===== src/rtl/tws_params.svh =====
// constants for the trippoint wait sequencer
`ifndef TWS_PARAMS_SVH
`define TWS_PARAMS_SVH
`define TWS_NAX 8
`define TWS_AXW 3
`define TWS_NIN 16
`define TWS_INW 4
`define TWS_PW 32
`define TWS_CLK_NS 25
`define TWS_MS_NS 1000000
`define TWS_MS_CYCLES (`TWS_MS_NS / `TWS_CLK_NS)
`define TWS_STOP_TIMEOUT 8'h63
`define TWS_SRC_CMD 2'h0
`define TWS_SRC_ENC 2'h1
`define TWS_SRC_AUX 2'h2
`endif


===== src/rtl/tws_pkg.sv =====
// types shared by the trippoint wait sequencer modules
`include "tws_params.svh"
package tws_pkg;
  typedef enum logic [3:0] {
    OP_MOTION_DONE, OP_REL_DIST, OP_REPEAT_DIST, OP_ABS_POS, OP_FWD_CROSS,
    OP_REV_CROSS, OP_IN_POS, OP_SET_TIMEOUT, OP_INPUT_LEVEL, OP_SLEW,
    OP_TIMER_REF, OP_PATH_DIST, OP_MSEC_DELAY, OP_REL_MOVE
  } tws_op_e;
  typedef enum logic [0:0] {ST_IDLE, ST_WAIT} tws_state_e;
  typedef struct packed {
    tws_state_e st;
    tws_op_e op;
    logic [`TWS_AXW-1:0] ax;
    logic [`TWS_NAX-1:0] mask;
    logic seq;
    logic [1:0] src;
    logic dir;
    logic lvl;
    logic [`TWS_INW-1:0] din;
    logic [`TWS_PW-1:0] tgt;
    logic [`TWS_PW-1:0] now;
    logic [`TWS_PW-1:0] tref;
    logic [`TWS_PW-1:0] rep_base;
    logic [`TWS_PW-1:0] path_base;
    logic [`TWS_PW-1:0] tmo;
    logic [`TWS_PW-1:0] dl;
    logic tmo_on;
    logic trip;
    logic tmo_hit;
    logic err;
    logic go;
    logic [`TWS_AXW-1:0] out_ax;
  } tws_main_s;
  typedef struct packed {
    logic [`TWS_NIN-1:0] s1;
    logic [`TWS_NIN-1:0] s2;
    logic [`TWS_NIN-1:0] s3;
    logic [`TWS_NIN-1:0] lvl;
    logic [31:0] div;
    logic tick;
  } tws_tick_s;
endpackage : tws_pkg


===== src/rtl/tws_tick_if.sv =====
// carrier for millisecond tick and filtered input levels
`timescale 1ns/100ps
`include "tws_params.svh"
interface tws_tick_if;
  logic ms_tick;
  logic [`TWS_NIN-1:0] din_lvl;
  modport src (output ms_tick, output din_lvl);
  modport dst (input ms_tick, input din_lvl);
endinterface : tws_tick_if


===== src/rtl/tws_sequencer.sv =====
// trippoint wait sequencer: stalls a program thread until its trigger trips
`timescale 1ns/100ps
`include "tws_params.svh"
// Behaviour
// - hold the thread until motion ends on every named axis or sequence
// - relative distance trips when command position moved given distance from move start
// - repeat distance counts from the last relative or repeat trip
// - absolute position trips when the axis reaches the target
// - forward cross trips when forward motion reaches the target
// - reverse cross trips when reverse motion reaches the target
// - crossing already passed at issue trips at once
// - crossing triggers also work on encoder and auxiliary encoder positions
// - in-position needs profile finished and encoder at or past target
// - in-position timeout clears trigger, stop code 99, branches to handler
// - input level: positive waits high, negative waits low
// - slew trigger waits until the axis reaches slew speed
// - timer ref: 0 captures, +n waits, -n waits then advances reference
// - path distance counts from move start or the previous path trip
// - msec delay waits n milliseconds from issue
// - relative move on a moving axis is refused with an error
// - position trips may lag by one sample of travel
module tws_sequencer import tws_pkg::*; #(
  parameter int MS_CYCLES = `TWS_MS_CYCLES
) (
  // clock and reset
  input wire logic clock,
  input wire logic nrst,
  // command from the program sequencer
  input wire logic cmd_valid,
  output logic cmd_ready,
  input wire tws_op_e cmd_op,
  input wire logic [`TWS_NAX-1:0] cmd_axes,
  input wire logic cmd_seq,
  input wire logic [1:0] cmd_src,
  input wire logic [`TWS_PW-1:0] cmd_arg,
  // thread status
  output logic busy,
  output logic trip_q,
  output logic tmo_branch_q,
  output logic stop_code_wr_q,
  output logic [7:0] stop_code_q,
  output logic [`TWS_AXW-1:0] axis_q,
  output logic cmd_err_q,
  output logic move_go_q,
  // axis profilers and encoders
  input wire logic sample_tick,
  input wire logic [`TWS_NAX-1:0][`TWS_PW-1:0] cmd_pos,
  input wire logic [`TWS_NAX-1:0][`TWS_PW-1:0] enc_pos,
  input wire logic [`TWS_NAX-1:0][`TWS_PW-1:0] aux_pos,
  input wire logic [`TWS_NAX-1:0][`TWS_PW-1:0] move_start,
  input wire logic [`TWS_NAX-1:0] moving,
  input wire logic [`TWS_NAX-1:0] profile_done,
  input wire logic [`TWS_NAX-1:0] at_slew,
  input wire logic seq_done,
  input wire logic [`TWS_PW-1:0] path_len,
  input wire logic path_start,
  // digital input pins
  input wire logic [`TWS_NIN-1:0] din_pin
);
  tws_main_s q;
  tws_main_s d;
  tws_tick_if tk ();
  logic hit;
  logic [`TWS_PW-1:0] p;
  logic [`TWS_PW-1:0] ip;
  logic [`TWS_AXW-1:0] iax;
  logic [`TWS_PW-1:0] mag;

  tws_tickgen #(.MS_CYCLES(MS_CYCLES)) u_tick (
    .clock(clock),
    .nrst(nrst),
    .din_pin(din_pin),
    .tk(tk)
  );

  // a at or beyond b, wrap-safe
  function automatic logic reached(input logic [`TWS_PW-1:0] a, input logic [`TWS_PW-1:0] b);
    logic [`TWS_PW-1:0] df;
    df = a - b;
    return !df[`TWS_PW-1];
  endfunction : reached

  // lowest selected axis
  function automatic logic [`TWS_AXW-1:0] first_axis(input logic [`TWS_NAX-1:0] m);
    logic [`TWS_AXW-1:0] r;
    r = '0;
    for (int i = `TWS_NAX - 1; i >= 0; i--) begin
      if (m[i]) begin
        r = `TWS_AXW'(i);
      end
    end
    return r;
  endfunction : first_axis

  // position of a source: command, encoder or auxiliary
  function automatic logic [`TWS_PW-1:0] src_pos(input logic [1:0] s,
      input logic [`TWS_AXW-1:0] a, input logic [`TWS_NAX-1:0][`TWS_PW-1:0] c,
      input logic [`TWS_NAX-1:0][`TWS_PW-1:0] e, input logic [`TWS_NAX-1:0][`TWS_PW-1:0] x);
    logic [`TWS_PW-1:0] r;
    r = c[a];
    if (s == `TWS_SRC_ENC) begin
      r = e[a];
    end else if (s == `TWS_SRC_AUX) begin
      r = x[a];
    end
    return r;
  endfunction : src_pos

  // issue-time helpers
  assign iax = first_axis(cmd_axes);
  assign ip = src_pos(cmd_src, iax, cmd_pos, enc_pos, aux_pos);
  assign mag = cmd_arg[`TWS_PW-1] ? (~cmd_arg + `TWS_PW'(1)) : cmd_arg;
  assign p = src_pos(q.src, q.ax, cmd_pos, enc_pos, aux_pos);

  // condition of the pending trigger
  always_comb begin
    hit = 1'b0;
    case (q.op)
      OP_MOTION_DONE: hit = ((moving & q.mask) == '0) && (!q.seq || seq_done);
      OP_REL_DIST, OP_REPEAT_DIST, OP_ABS_POS:
        hit = q.dir ? reached(q.tgt, p) : reached(p, q.tgt);
      OP_FWD_CROSS: hit = reached(p, q.tgt);
      OP_REV_CROSS: hit = reached(q.tgt, p);
      OP_IN_POS: begin
        hit = profile_done[q.ax] &&
              (q.dir ? reached(q.tgt, enc_pos[q.ax]) : reached(enc_pos[q.ax], q.tgt));
      end
      OP_INPUT_LEVEL: hit = (tk.din_lvl[q.din] == q.lvl);
      OP_SLEW: hit = at_slew[q.ax];
      OP_TIMER_REF, OP_MSEC_DELAY: hit = reached(q.now, q.dl);
      OP_PATH_DIST: hit = reached(path_len - q.path_base, q.tgt);
      default: hit = 1'b0;
    endcase
  end

  // next state
  always_comb begin
    d = q;
    d.trip = 1'b0;
    d.tmo_hit = 1'b0;
    d.err = 1'b0;
    d.go = 1'b0;
    if (tk.ms_tick) begin
      d.now = q.now + `TWS_PW'(1);
    end
    if (path_start) begin
      d.path_base = '0;
    end
    case (q.st)
      ST_IDLE: begin
        if (cmd_valid) begin
          d.op = cmd_op;
          d.ax = iax;
          d.out_ax = iax;
          d.src = cmd_src;
          d.seq = cmd_seq;
          d.mask = (cmd_axes == '0 && !cmd_seq) ? '1 : cmd_axes;
          d.st = ST_WAIT;
          case (cmd_op)
            OP_REL_DIST: begin
              d.src = `TWS_SRC_CMD;
              d.tgt = move_start[iax] + cmd_arg;
              d.dir = cmd_arg[`TWS_PW-1];
            end
            OP_REPEAT_DIST: begin
              d.src = `TWS_SRC_CMD;
              d.tgt = q.rep_base + cmd_arg;
              d.dir = cmd_arg[`TWS_PW-1];
            end
            OP_ABS_POS: begin
              d.src = `TWS_SRC_CMD;
              d.tgt = cmd_arg;
              d.dir = !reached(cmd_arg, cmd_pos[iax]);
            end
            OP_FWD_CROSS, OP_REV_CROSS: begin
              d.tgt = cmd_arg;
              if (cmd_op == OP_FWD_CROSS ? reached(ip, cmd_arg) : reached(cmd_arg, ip)) begin
                d.st = ST_IDLE;
                d.trip = 1'b1;
              end
            end
            OP_IN_POS: begin
              d.tgt = cmd_arg;
              d.dir = !reached(cmd_arg, enc_pos[iax]);
              d.dl = q.now + q.tmo;
              d.tmo_on = (q.tmo != '0);
            end
            OP_SET_TIMEOUT: begin
              d.tmo = cmd_arg;
              d.st = ST_IDLE;
              d.trip = 1'b1;
            end
            OP_INPUT_LEVEL: begin
              d.din = `TWS_INW'(mag);
              d.lvl = !cmd_arg[`TWS_PW-1];
            end
            OP_TIMER_REF: begin
              d.tgt = cmd_arg;
              d.dl = q.tref + mag;
              if (cmd_arg == '0) begin
                d.tref = d.now;
                d.st = ST_IDLE;
                d.trip = 1'b1;
              end
            end
            OP_PATH_DIST: d.tgt = cmd_arg;
            OP_MSEC_DELAY: d.dl = q.now + cmd_arg;
            OP_REL_MOVE: begin
              d.st = ST_IDLE;
              d.err = moving[iax];
              d.go = !moving[iax];
            end
            default: d.st = ST_WAIT;
          endcase
        end
      end
      ST_WAIT: begin
        // one look per sample; travel in that sample is the lag
        if (sample_tick && hit) begin
          d.st = ST_IDLE;
          d.trip = 1'b1;
          if (q.op == OP_REL_DIST || q.op == OP_REPEAT_DIST) begin
            d.rep_base = p;
          end
          if (q.op == OP_PATH_DIST) begin
            d.path_base = path_len;
          end
          if (q.op == OP_TIMER_REF && q.tgt[`TWS_PW-1]) begin
            d.tref = q.dl;
          end
        end else if (sample_tick && q.op == OP_IN_POS && q.tmo_on && reached(q.now, q.dl)) begin
          d.st = ST_IDLE;
          d.tmo_hit = 1'b1;
        end
      end
      default: d.st = ST_IDLE;
    endcase
  end

  // state register
  always_ff @(posedge clock or negedge nrst) begin
    if (!nrst) begin
      q <= '0;
    end else begin
      q <= d;
    end
  end

  // outputs
  assign cmd_ready = (q.st == ST_IDLE);
  assign busy = (q.st == ST_WAIT);
  assign trip_q = q.trip;
  assign tmo_branch_q = q.tmo_hit;
  assign stop_code_wr_q = q.tmo_hit;
  assign stop_code_q = q.tmo_hit ? `TWS_STOP_TIMEOUT : 8'h00;
  assign axis_q = q.out_ax;
  assign cmd_err_q = q.err;
  assign move_go_q = q.go;
endmodule : tws_sequencer


===== src/rtl/tws_tickgen.sv =====
// millisecond time base and input pin synchroniser
`timescale 1ns/100ps
`include "tws_params.svh"
module tws_tickgen import tws_pkg::*; #(
  parameter int MS_CYCLES = `TWS_MS_CYCLES
) (
  // clock and reset
  input wire logic clock,
  input wire logic nrst,
  // raw input pins
  input wire logic [`TWS_NIN-1:0] din_pin,
  // toward the sequencer
  tws_tick_if.src tk
);
  tws_tick_s q;
  tws_tick_s d;

  // three-stage sync, divider for the ms tick
  always_comb begin
    d = q;
    d.s1 = din_pin;
    d.s2 = q.s1;
    d.s3 = q.s2;
    for (int i = 0; i < `TWS_NIN; i++) begin
      if (q.s2[i] == q.s3[i]) begin
        d.lvl[i] = q.s3[i]; // change counts once stages agree
      end
    end
    d.tick = 1'b0;
    if (q.div == 32'(MS_CYCLES - 1)) begin
      d.div = 32'h0;
      d.tick = 1'b1;
    end else begin
      d.div = q.div + 32'h1;
    end
  end

  // state register
  always_ff @(posedge clock or negedge nrst) begin
    if (!nrst) begin
      q <= '0;
    end else begin
      q <= d;
    end
  end

  assign tk.ms_tick = q.tick;
  assign tk.din_lvl = q.lvl;
endmodule : tws_tickgen


===== config.mk =====
export PLATFORM = sky130hd
export DESIGN_NAME = tws_sequencer
export DESIGN_NICKNAME = d
export VERILOG_FILES = /design/src/rtl/tws_pkg.sv /design/src/rtl/tws_tick_if.sv /design/src/rtl/tws_sequencer.sv /design/src/rtl/tws_tickgen.sv
export VERILOG_INCLUDE_DIRS = /design/src /design/src/rtl
export SDC_FILE = /design/constraint.sdc
export NUM_CORES = 2
export LEC_CHECK = 0
export BUFFER_PORTS_ARGS = -buffer_cell sky130_fd_sc_hd__buf_2
export CORE_AREA = 4 4 456 458
export CTS_CLUSTER_SIZE = 8
export DETAILED_ROUTE_END_ITERATION = 10
export DIE_AREA = 0 0 460 462
export GPL_TIMING_DRIVEN = 0
export HOLD_SLACK_MARGIN = 0.15
export PLACE_DENSITY = 0.38
export SYNTH_ARGS = -nofsm -noshare
export SYNTH_HDL_FRONTEND = slang
export SYNTH_SLANG_ARGS = --single-unit

===== constraint.sdc =====
create_clock -name clock -period 8.95 [get_ports clock]
set_input_delay 1.3425 -clock clock [delete_from_list [all_inputs] [get_ports clock]]
set_output_delay 1.3425 -clock clock [all_outputs]
set_load 0.01 [all_outputs]

==> impl_metrics.toml <==
[outcome]
status = "finished with violations"
violations = "max-capacitance violations, max-slew violations"

[synth]
netlist_instances = 4119
synthArstFlopShare = 1.00
synth_common_cells = "mux4_2 (467), nand2_1 (422), ha_1 (368)"
synth_seq_cells = 351
ys_types = 78
synth_edf_count = 0
ys_warn_count = 0
synthTopCellsByArea = "mux4_2 (25%), dfrtp_1 (21%), ha_1 (11%)"
syn_area_per_cell_um2 = 10.3
netlist_area_um2 = 42400
yosys.cell_count.top_type = "mux4_2"
ys.flop_type = "dfrtp_1"
synth_top_area_cell = "mux4_2"
yosysSeqAreaShare = 0.207
synth_top_cell_area_share = 0.248

[die]
fp.dieArea_um2 = 213000
coreArea_um2 = 204000
start_util = 0.208
die_x_um = 460
die_y_um = 462
io_pins = 1167
row_count = 166

[placed_design]
numPortBuffers = 1158
gp_congestion = 0.975
place_ws_ps = -2020
dp.cells = 7978
placed_area_um2 = 51800
dp_hpwl_um = 281000

[sta]
min_period_ps = 8840
setup_violations = 0
rsz0062_at_grt = "no"
slew_headroom = -0.141
hold_viol = 0
finClkSkew_ps = 66.0
post-route-period-util = 0.988
fin_ws_ps = 109
worst_pin_slew_ps = 1660
slew_violations = 27
fmax_mhz = 113
holdWs_ps = 345

[clock_tree]
clk_latency_ps = 660
cts_tree = "yes"
cts_buffer_depth = 3
numCtsBuffers = 53
cts_num_sinks = 351
root_buffer = "clkbuf_16"
cts.clk_slew.worst_paths_ps = 70
h-tree-depth = 2

[power_and_ir_drop]
powerDensity_nw_per_um2 = 236
p_leak_uw = 0.0245
peakVddDrop_mv = 0.137

[route]
ant_nets = 0
detail_route.iter0.violations = 5314
vias = 45300
drt_first_pass_iters = 6
via_per_inst = 5.53
routed_wl_um = 323000
avgRoutedWirePerCell_um = 39.4
post-route-drc-count = 0

[cells_and_area]
nNetsFinal = 6889
drive_gt1_frac = 0.365
fin_area_um2 = 53900
syn2layout_area_growth_pct = 27.1
fin_cells = 8191

[setup_path]
critPathKind = "in2reg"
endpoint_kind = "flip-flop"
worstPathRequired_ps = 9460
crit_path_start_kind = "primary input"
path_max_fanout = 10
worstPathArrival_ps = 9350

[grt]
grt_pass1_wl_um = 411000
gr-total-overflow = 0
grt_max_degree = 99
antenna_found_initial = 236
grt_pass1_vias = 43000
track_usage = 0.289

[hold_path]
hold_path.class = "reg2reg"

[job]
drv_cap = 9
-- worst max-delay path, stage by stage --
cell      delay [ps]
buf_2            160
nor2_1            60
o31a_1           300
nor3_4           470
buf_2            580
clkbuf_2         680
buf_2            780
mux4_2           630
mux2i_1         1250
mux2i_1          170
nand2_1          130
nand2_1          130
ha_1             340
a21o_1           190
a21oi_1          140
nor2b_1           60
o21ai_0          150
nand2b_1          70
a21oi_1          170
nor2_1            50
nor2_1           170
nand3_1          100
o211ai_1         470
or3_1            190
a41o_1           420
-- metrics by stage --
stage	util	setup TNS [ps]	total power (uW)
after detailed placement	0.254	-191470	10500
after floorplan	-	0	6860
after global routing	0.264	0	13300
after CTS	0.262	0	12500
final	0.264	0	12700
after global placement	0.253	-768860	10400
-- per-layer routing --
layer	vias to the layer above	share of wire	track usage
met1	23200	0.40	0.370
met2	3085	0.44	0.438
li1	18200	-	-
met3	674	0.10	0.0884
met4	88	0.057	0.149
met5	-	0.0020	0.00950
-- what timing repair did --
| item | CTS | global route |
|---|---|---|
| pin swaps | 0 | 0 |
| endpoints found under the setup margin | 124 | 99 |
| gates resized for setup | 53 | 42 |
| hold buffers | 0 | 0 |
| buffers inserted | 0 | 1 |
-- path summary, 6_finish.rpt --
| kind | cells past startpoint | to | slack [ps] | from |
|---|---|---|---|---|
| min | 0 | u_tick.d[50]$_DFF_PN0_ | 340 | u_tick.d[66]$_DFF_PN0_ |
| max | 25 | trip_q$_DFF_PN0_ | 110 | cmd_axes[6] |
| max reg2reg | 22 | q[89]$_DFF_PN0_ | 150 | axis_q[2]$_DFFE_PN0P_ |
| min reg2reg | 0 | u_tick.d[50]$_DFF_PN0_ | 340 | u_tick.d[66]$_DFF_PN0_ |
| max in group asynchronous | 3 | q[49]$_DFFE_PN0P_ | 6820 | nrst |
| min in group asynchronous | 1 | trip_q$_DFF_PN0_ | 760 | nrst |
-- power breakdown --
group	switching (uW)	internal [uW]
sequential	317	1940
clock	851	1130
combinational	5340	3130
total	6510	6200
-- cell usage in the layout (no fill, tap or decap), types with 131 or more instances in the layout --
cell type  count
xnor2_1      131
mux2_2       135
nand2_1      422
mux2i_1      189
nor2_1       175
clkbuf_1     136
diode_2      147
a21oi_1      200
o21ai_0      189
inv_1        269
dfrtp_1      351
buf_2       1179
mux4_2       467
ha_1         368
-- state kept, by name, indices dropped and copies added, names as in the netlist --
signal,flops
axis_q,3
busy,1
cmd_err_q,1
move_go_q,1
q,246
stop_code_wr_q,1
trip_q,1
u_tick.d,32
u_tick.q,48
u_tick.tk.din_lvl,16
u_tick.tk.ms_tick,1
-- area by class of cell --
type                       instances  area (um^2)
tap                             2688         3360
inverter                         270         1010
sequential                       351         8780
fill                           22100       150000
buffer                           259         1260
clock buffer                      63         1400
multi-input combinational       3235        31600
antenna                          147          368
timing repair buffer            1170         5980
clock inverter                     8          124
-- logic make-up (layout without fill, tap and decap cells) --
| kind of cell | Yosys count | in the layout | synth area share |
|---|---|---|---|
| buf+inv | 536 | 1770 | 0.0504 |
| other cells | 1 | 151 | 0.0000884 |
| xor+xnor | 187 | 187 | 0.0386 |
| mux | 845 | 845 | 0.342 |
| simple gates | 974 | 974 | 0.108 |
| flops | 351 | 351 | 0.207 |
| fa+ha+maj | 418 | 418 | 0.128 |
| compound gates | 807 | 807 | 0.125 |
(Power assumes the default switching activity.)
